### config.mk
export PLATFORM = sky130hd
export DESIGN_NAME = ion_sweep_count_sequencer
export DESIGN_NICKNAME = d
export VERILOG_FILES = /design/src/logic/ion_sweep_count_sequencer.v
export VERILOG_INCLUDE_DIRS = /design/src /design/src/logic
export SDC_FILE = /design/constraint.sdc
export NUM_CORES = 1
export LEC_CHECK = 0
export BUFFER_PORTS_ARGS = -buffer_cell sky130_fd_sc_hd__buf_4
export CAP_MARGIN = 10
export CORE_MARGIN = 5
export CORE_UTILIZATION = 40
export DETAILED_ROUTE_END_ITERATION = 16
export PLACE_DENSITY = 0.6
export RECOVER_POWER = 25
export SETUP_SLACK_MARGIN = 0.3
export SLEW_MARGIN = 20
export SYNTH_ARGS = -nofsm -noshare
export SYNTH_HDL_FRONTEND = slang
export SYNTH_SLANG_ARGS = --single-unit
### constraint.sdc
create_clock -name ref_clk -period 10.58 [get_ports ref_clk]
set_clock_uncertainty 0.05 [all_clocks]
set_input_delay 2.645 -clock ref_clk [delete_from_list [all_inputs] [get_ports ref_clk]]
set_output_delay 2.645 -clock ref_clk [all_outputs]
set_load 0.02 [all_outputs]
### src/logic/ion_sweep_regs.vh
// Constants for the ion sweep count sequencer.
// Included by the sequencer design file; holds definitions only.
`ifndef ION_SWEEP_REGS_VH
`define ION_SWEEP_REGS_VH

// Clock and step timing
`define CLK_MHZ 250
`define STEP_TIME_US 100000
`define STEP_TIMER_W 25
`define HK_TIME_MS 1000
`define STEP_TIME_MS 100

// Sweep cycle layout, in steps
`define STEPS_PER_CYCLE 620
`define BKG_STEPS 15
`define CAL_STEPS 15
`define FLAG_ZERO_STEPS 30
`define STEP_IDX_W 10

// Source voltage setpoint, volts
`define HV_W 11
`define HV_START 11'h30C
`define HV_END 11'h7A8
`define HV_FINE_INC 11'h001
`define HV_COARSE_INC 11'h002
`define HV_FINE_STEPS 64

// Counting and compression
`define ACC_W 21
`define WORD_W 10
`define MANT_W 6
`define EXP_W 4

// Housekeeping multiplexer
`define HK_SEL_W 4
`define HK_POSITIONS 16

// Output buffer
`define FIFO_DEPTH 16
`define FIFO_AW 4

`endif

### src/logic/ion_sweep_count_sequencer.v
// Sweep sequencer, two-channel ion counters, compression and output buffer.
// Assumes detector pulses and switch inputs are synchronous to ref_clk;
// the telemetry side drains the buffer with a valid/ready handshake.
`timescale 1ns/1ps
`default_nettype none
`include "ion_sweep_regs.vh"

module sample_fifo #(
   parameter WIDTH = 21,
   parameter DEPTH = `FIFO_DEPTH,
   parameter AW = `FIFO_AW
) (
   // Clock and reset
   input wire ref_clk,
   input wire rstn,
   // Fill side
   input wire inValid,
   output wire inReady,
   input wire [WIDTH-1:0] inData,
   // Drain side
   output wire outValid,
   input wire outReady,
   output wire [WIDTH-1:0] outData
);
   reg [WIDTH-1:0] mem [0:DEPTH-1];
   reg [AW-1:0] wrPtr_q;
   reg [AW-1:0] rdPtr_q;
   reg [AW:0] count_q;
   wire push;
   wire pop;

   assign inReady = (count_q != DEPTH[AW:0]);
   assign outValid = (count_q != {(AW+1){1'b0}});
   assign outData = mem[rdPtr_q];
   assign push = inValid & inReady;
   assign pop = outValid & outReady;

   always @(posedge ref_clk)
   begin
      if (push)
         mem[wrPtr_q] <= inData;
   end

   always @(posedge ref_clk or negedge rstn)
   begin
      if (!rstn)
      begin
         wrPtr_q <= {AW{1'b0}};
         rdPtr_q <= {AW{1'b0}};
         count_q <= {(AW+1){1'b0}};
      end
      else
      begin
         if (push)
            wrPtr_q <= (wrPtr_q == DEPTH[AW-1:0] - 1'b1) ? {AW{1'b0}} : wrPtr_q + 1'b1;
         if (pop)
            rdPtr_q <= (rdPtr_q == DEPTH[AW-1:0] - 1'b1) ? {AW{1'b0}} : rdPtr_q + 1'b1;
         if (push & ~pop)
            count_q <= count_q + 1'b1;
         else if (pop & ~push)
            count_q <= count_q - 1'b1;
      end
   end
endmodule // sample_fifo

// Behaviour
// - Step through 620 steps, 0.1 s each.
// - First 15 steps count background noise.
// - Next 15 steps are calibration.
// - Ramp setpoint 780 V to 1894 V, capped at 1960 V.
// - Two channels counted in parallel.
// - Each channel has 21-bit accumulator.
// - Compress to two 10-bit words plus flag.
// - Flag zero during first 30 steps.
// - Flag one for remaining 590 steps.
// - Cycle lasts 62 s, then repeats.
// - Housekeeping selector advances once per second.
// - Multiplier switch changes gain only.
// - Discriminator switch selects trigger threshold only.
// - Buffer updated only at internal step end.
module ion_sweep_count_sequencer #(
   parameter STEP_CYCLES = `STEP_TIME_US * `CLK_MHZ,
   parameter HK_STEPS = `HK_TIME_MS / `STEP_TIME_MS,
   parameter FINE_STEPS = `HV_FINE_STEPS,
   parameter DEPTH = `FIFO_DEPTH,
   parameter AW = `FIFO_AW
) (
   // Clock and reset
   input wire ref_clk,
   input wire rstn,
   // Discriminator outputs, high and low threshold, per channel
   input wire lowMassHiPulse,
   input wire lowMassLoPulse,
   input wire highMassHiPulse,
   input wire highMassLoPulse,
   // Operator switches
   input wire discHiSel,
   input wire mulHiSel,
   // Source and detector control
   output reg [`HV_W-1:0] hvSetpoint_q,
   output reg bkgActive_q,
   output reg calActive_q,
   output reg mulGainHi_q,
   output reg sweepFlag_q,
   output reg [`STEP_IDX_W-1:0] stepIdx_q,
   // Housekeeping multiplexer select
   output reg [`HK_SEL_W-1:0] hkSel_q,
   // Data sets to telemetry
   output wire setValid,
   input wire setReady,
   output wire [`WORD_W-1:0] lowMassWord,
   output wire [`WORD_W-1:0] highMassWord,
   output wire setFlag
);
   localparam integer STEP_LAST_N = STEP_CYCLES - 1;
   localparam integer LAST_STEP_N = `STEPS_PER_CYCLE - 1;
   localparam integer CAL_FIRST_N = `BKG_STEPS;
   localparam integer RAMP_FIRST_N = `FLAG_ZERO_STEPS;
   localparam integer FINE_LAST_N = `FLAG_ZERO_STEPS + FINE_STEPS;
   localparam integer HK_LAST_N = `HK_POSITIONS - 1;
   localparam integer HK_STEP_LAST_N = HK_STEPS - 1;
   localparam [`STEP_TIMER_W-1:0] STEP_LAST = STEP_LAST_N[`STEP_TIMER_W-1:0];
   localparam [`STEP_IDX_W-1:0] LAST_STEP = LAST_STEP_N[`STEP_IDX_W-1:0];
   localparam [`STEP_IDX_W-1:0] CAL_FIRST = CAL_FIRST_N[`STEP_IDX_W-1:0];
   localparam [`STEP_IDX_W-1:0] RAMP_FIRST = RAMP_FIRST_N[`STEP_IDX_W-1:0];
   localparam [`STEP_IDX_W-1:0] FINE_LAST = FINE_LAST_N[`STEP_IDX_W-1:0];
   localparam [`HK_SEL_W-1:0] HK_LAST = HK_LAST_N[`HK_SEL_W-1:0];
   localparam [`HK_SEL_W-1:0] HK_STEP_LAST = HK_STEP_LAST_N[`HK_SEL_W-1:0];
   localparam SET_W = 2 * `WORD_W + 1;

   reg [`STEP_TIMER_W-1:0] timer_q;
   reg [`STEP_TIMER_W-1:0] timer_d;
   reg [`STEP_IDX_W-1:0] stepIdx_d;
   reg [`HV_W-1:0] hvSetpoint_d;
   reg [`HK_SEL_W-1:0] hkDiv_q;
   reg [`ACC_W-1:0] lowAcc_q;
   reg [`ACC_W-1:0] highAcc_q;
   wire stepDone;
   wire advance;
   wire fifoInReady;
   wire lowPulse;
   wire highPulse;
   wire [SET_W-1:0] setIn;
   wire [SET_W-1:0] setOut;
   wire [`HV_W-1:0] hvInc;

   // Floating-point style count compression: exponent over mantissa
   function [`WORD_W-1:0] compress;
      input [`ACC_W-1:0] cnt;
      integer i;
      integer k;
      reg [`EXP_W-1:0] e;
      reg [`ACC_W-1:0] sh;
      begin
         e = {`EXP_W{1'b0}};
         for (i = `MANT_W; i < `ACC_W; i = i + 1)
         begin
            if (cnt[i])
            begin
               k = i - (`MANT_W - 1);
               e = k[`EXP_W-1:0];
            end
         end
         sh = cnt >> e;
         compress = {e, sh[`MANT_W-1:0]};
      end
   endfunction

   // Threshold choice ahead of the counters; gain switch only drives the multiplier
   assign lowPulse = discHiSel ? lowMassHiPulse : lowMassLoPulse;
   assign highPulse = discHiSel ? highMassHiPulse : highMassLoPulse;

   // Step end holds while the output buffer is full
   assign stepDone = (timer_q == STEP_LAST);
   assign advance = stepDone & fifoInReady;

   assign hvInc = (stepIdx_q < FINE_LAST) ? `HV_FINE_INC : `HV_COARSE_INC;

   always @*
   begin
      if (advance)
         timer_d = {`STEP_TIMER_W{1'b0}};
      else if (stepDone)
         timer_d = timer_q;
      else
         timer_d = timer_q + 1'b1;
   end

   always @*
   begin
      stepIdx_d = stepIdx_q;
      if (advance)
      begin
         if (stepIdx_q == LAST_STEP)
            stepIdx_d = {`STEP_IDX_W{1'b0}};
         else
            stepIdx_d = stepIdx_q + 1'b1;
      end
   end

   always @*
   begin
      hvSetpoint_d = hvSetpoint_q;
      if (advance)
      begin
         if (stepIdx_d <= RAMP_FIRST)
            hvSetpoint_d = `HV_START;
         else if (hvSetpoint_q + hvInc >= `HV_END)
            hvSetpoint_d = `HV_END;
         else
            hvSetpoint_d = hvSetpoint_q + hvInc;
      end
   end

   always @(posedge ref_clk or negedge rstn)
   begin
      if (!rstn)
      begin
         timer_q <= {`STEP_TIMER_W{1'b0}};
         stepIdx_q <= {`STEP_IDX_W{1'b0}};
         hvSetpoint_q <= `HV_START;
         bkgActive_q <= 1'b1;
         calActive_q <= 1'b0;
         sweepFlag_q <= 1'b0;
         mulGainHi_q <= 1'b0;
      end
      else
      begin
         timer_q <= timer_d;
         stepIdx_q <= stepIdx_d;
         hvSetpoint_q <= hvSetpoint_d;
         bkgActive_q <= (stepIdx_d < CAL_FIRST);
         calActive_q <= (stepIdx_d >= CAL_FIRST) && (stepIdx_d < RAMP_FIRST);
         sweepFlag_q <= (stepIdx_d >= RAMP_FIRST);
         mulGainHi_q <= mulHiSel;
      end
   end

   // Two independent accumulators, saturating, restarted at step end
   always @(posedge ref_clk or negedge rstn)
   begin
      if (!rstn)
      begin
         lowAcc_q <= {`ACC_W{1'b0}};
         highAcc_q <= {`ACC_W{1'b0}};
      end
      else if (advance)
      begin
         lowAcc_q <= {{(`ACC_W-1){1'b0}}, lowPulse};
         highAcc_q <= {{(`ACC_W-1){1'b0}}, highPulse};
      end
      else
      begin
         if (lowPulse && (lowAcc_q != {`ACC_W{1'b1}}))
            lowAcc_q <= lowAcc_q + 1'b1;
         if (highPulse && (highAcc_q != {`ACC_W{1'b1}}))
            highAcc_q <= highAcc_q + 1'b1;
      end
   end

   // Housekeeping channel changes every HK_STEPS steps
   always @(posedge ref_clk or negedge rstn)
   begin
      if (!rstn)
      begin
         hkDiv_q <= {`HK_SEL_W{1'b0}};
         hkSel_q <= {`HK_SEL_W{1'b0}};
      end
      else if (advance)
      begin
         if (hkDiv_q == HK_STEP_LAST)
         begin
            hkDiv_q <= {`HK_SEL_W{1'b0}};
            hkSel_q <= (hkSel_q == HK_LAST) ? {`HK_SEL_W{1'b0}} : hkSel_q + 1'b1;
         end
         else
            hkDiv_q <= hkDiv_q + 1'b1;
      end
   end

   // Finished step packed as flag, high-mass word, low-mass word
   assign setIn = {sweepFlag_q, compress(highAcc_q), compress(lowAcc_q)};

   sample_fifo #(
      .WIDTH(SET_W),
      .DEPTH(DEPTH),
      .AW(AW)
   ) setBuffer (
      .ref_clk(ref_clk),
      .rstn(rstn),
      .inValid(stepDone),
      .inReady(fifoInReady),
      .inData(setIn),
      .outValid(setValid),
      .outReady(setReady),
      .outData(setOut)
   );

   assign lowMassWord = setOut[`WORD_W-1:0];
   assign highMassWord = setOut[2*`WORD_W-1:`WORD_W];
   assign setFlag = setOut[SET_W-1];
endmodule // ion_sweep_count_sequencer
`default_nettype wire

==> metrics.cfg <==
[run_status]
status=finished, violations left
violations=capacitance limit, slew limit

[flow_run]
cap_violations=5

[power]
p_int_w=0.003055
power_frac_clock=0.455
p_per_area_mw_per_mm2=166.5
p_seq_frac=0.507
switchingPower_w=0.0008289
vdd_drop_max_v=0.0001095
power_w=0.003883
power_leakage_nw=8.348
switching_share=0.2134
p_comb_frac=0.038

[yosys]
synth_edf_count=336
synth_common_cells=336 x edfxtp_1, 108 x dfrtp_1, 106 x mux2i_1
synth_ff_type=edfxtp_1
synth_fa_ha_area_frac=0.01173
syn_area_per_cell_um2=13.47
ys_ff_latch=449
synth_top_family_by_area=multiplexers
synth.most_common_cell=edfxtp_1
seq_area_frac_synth=0.6310
synth_warnings=0
syn_area_mm2=0.02048
async_reset_ff_frac=0.2517
synth-xor-area-share=0.02395
synth_cell_type_count=84
synth_simple_gate_area_frac=0.1008
synth_compound_gate_area_share=0.09238
synth.net_count=1547
synthMuxAreaShare=0.1167
synthTopCellsByArea=edfxtp_1 49%, dfrtp_1 13%, mux2i_1 5.2%
synth_top_area_cell=edfxtp_1
netlist.area_leader.share=0.4927
synthCells=1520

[timing]
rsz0062_at_grt=false
fmax_mhz=158.9
tns_ps=0
tightest_slew_ps=3074
setup_violations=0
post-route-period-util=0.5949
post-route-min-period_ps=6295
slew_headroom=-1.049
maxSlewViolCount=213
hold_viol_final=0

[critical_path]
r2r_cells=12
crit_start=setBuffer.rdPtr_q[0]
crit_fanout=56
critPathLaunchType=flop
reg2reg_from=setBuffer.count_q[0]
slowest_stage=buf_4
r2r-end=setBuffer.count_q[4]
reg2reg_slack_ps=5010
slowest_delay_ps=890
path_class=flop to output pin
cp-end-kind=output pin
path_cells=buf_4, mux2_2, o21ai_0, a21oi_1, o21ai_0, nand2_1, buf_4
cp_data_required_time_ps=7890
worst_ep_arrival_time_ps=3600

[routing]
wl_met2_mm=23.87
drt-met1-wl_mm=21.37
first_pass_iters=5
viasPerCell=5.601
drt-total-wl_mm=48.59
drc=0
vias=12820
routed-wl-met3_mm=2.337
post_drt_wl_per_cell_um=21.23
highest_layer=met4
drtIter0Drc=1037
antenna_left=0

[cts]
cts_buffers=48
cts_tree=yes
cts_buffer_depth=3
cts_root_buf=clkbuf_16
clock-sinks=449
htree_levels=2
ctsResizeCount=0
ctsHoldBuffers=0
clk-insertion-delay-late_ps=570
cts_setup_buffers=0
clk_pin_slew_ps=60

[die]
die_area_mm2=0.05582
die_y_um=236.3
core_area_mm2=0.05099
rows=83
floorplan.initialDensity=0.4016
die_w_um=236.3
pin_count=60

[worst_hold_path]
hp-class=flop to flop
min_from=timer_q[21]
hold_path_end=timer_q[21]
hold_depth=1

[grt]
grt_antenna_before_repair=1
grt-ovfl-total=0
grt_max_degree=62
grt_usage=0.1709
grt_pass1_wl_mm=75.94
grt_pass1_vias=12780

[placement]
port_buffers=59
gp_congestion=0.8258
hpwl_mm=29.61

[finish]
fillers=4522
areaGrowthSynthToFinish_pct=13.87
diodes=0
layout-drive-gt1-share=0.1591
fin_nets=1599

metrics by stage:
| stage | setup WS, ps | hold WS, ps | instance area [um2] | utilization | std cells |
|---|---|---|---|---|---|
| 3_3_place_gp | 4860 | 437.7 | 21690 | 0.4254 | 2201 |
| 3_5_place_dp | 4870 | 447.5 | 21690 | 0.4255 | 2201 |
| 5_1_grt | 4049 | 492.6 | 23320 | 0.4574 | 2289 |
| 4_1_cts | 4232 | 459.5 | 23360 | 0.4582 | 2288 |
| 2_1_floorplan | 5488 | 416.8 | 20480 | - | 1520 |
| 6_report | 4285 | 454.6 | 23320 | 0.4574 | 2289 |
registers in the layout, indices dropped and copies added, names as in the netlist:
name	cells
setBuffer.count_q	5
lowAcc_q	21
highAcc_q	21
mulGainHi_q	1
setBuffer.wrPtr_q	4
timer_q	25
setBuffer.mem	336
hkSel_q	4
bkgActive_q	1
sweepFlag_q	1
setBuffer.rdPtr_q	4
hvSetpoint_q	11
calActive_q	1
stepIdx_q	10
hkDiv_q	4
logic make-up after synthesis:
group | Yosys count
AND/OR/NAND/NOR | 408
multiplexers | 181
XOR/XNOR | 56
AO/OA/AOI/OAI | 288
flip-flops | 449
adder cells (fa/ha/maj) | 18
buffers and inverters | 120
power groups by stage:
stage	clock [W]	sequential (W)	combinational, W
after CTS	0.00181	0.00197	0.000147
after floorplan	0	0.00197	0.000125
after detailed placement	0	0.00201	0.000146
final	0.00177	0.00197	0.000147
after global routing	0.00188	0.00198	0.000166
after global placement	0	0.00200	0.000142
critical path: cells and delay by family (launching register included):
family	cells	cell delay, ps
multiplexers	1	420
buffers and inverters	2	1100
AND/OR/NAND/NOR	1	180
flip-flops	1	830
AO/OA/AOI/OAI	3	440
worst max-delay path by stage:
stage                                 end  slack [ps]
after floorplan           highMassWord[4]        5490
after global placement    highMassWord[7]        4860
after detailed placement  highMassWord[5]        4870
after CTS                 highMassWord[5]        4230
after global routing      highMassWord[5]        4050
final                     highMassWord[5]        4290
cells in the final DEF, fill, tap and decap left out, types with 7 or more instances in the layout:
cell type	instances
xor2_1	24
clkbuf_1	9
inv_1	28
clkinv_1	12
clkinv_2	10
mux4_2	42
nor2_1	96
o21ai_0	93
a21oi_1	58
nand3_1	51
nand2_1	106
buf_4	83
bufinv_16	9
and3_1	20
a221oi_1	24
or3_1	15
a31oi_1	10
nand4_1	19
nor3_1	17
mux2i_1	106
a22oi_1	23
o211ai_1	7
clkbuf_16	50
nor4_1	12
edfxtp_1	336
nand2b_1	11
xnor2_1	32
ha_1	16
and2_1	17
mux2_2	32
o31ai_1	7
dfrtp_1	106
nor2b_1	9
a21o_1	8
area by class of cell:
cell class	instances	area (um2)	area share
Sequential cell	449	12930	0.5544
Multi-Input combinational cell	951	7098	0.3044
Clock buffer	53	1262	0.05413
Tap cell	680	850.8	0.03648
Timing Repair Buffer	91	658.1	0.02822
Clock inverter	34	405.4	0.01738
Inverter	31	117.6	0.005043
layer usage:
| layer | GRT usage | vias to the layer above |
|---|---|---|
| met3 | 0.02631 | 61 |
| met5 | 0 | - |
| li1 | - | 5926 |
| met1 | 0.2342 | 6520 |
| met2 | 0.2858 | 314 |
| met4 | 0.04793 | 0 |
Power figures use the tool's default switching activity.
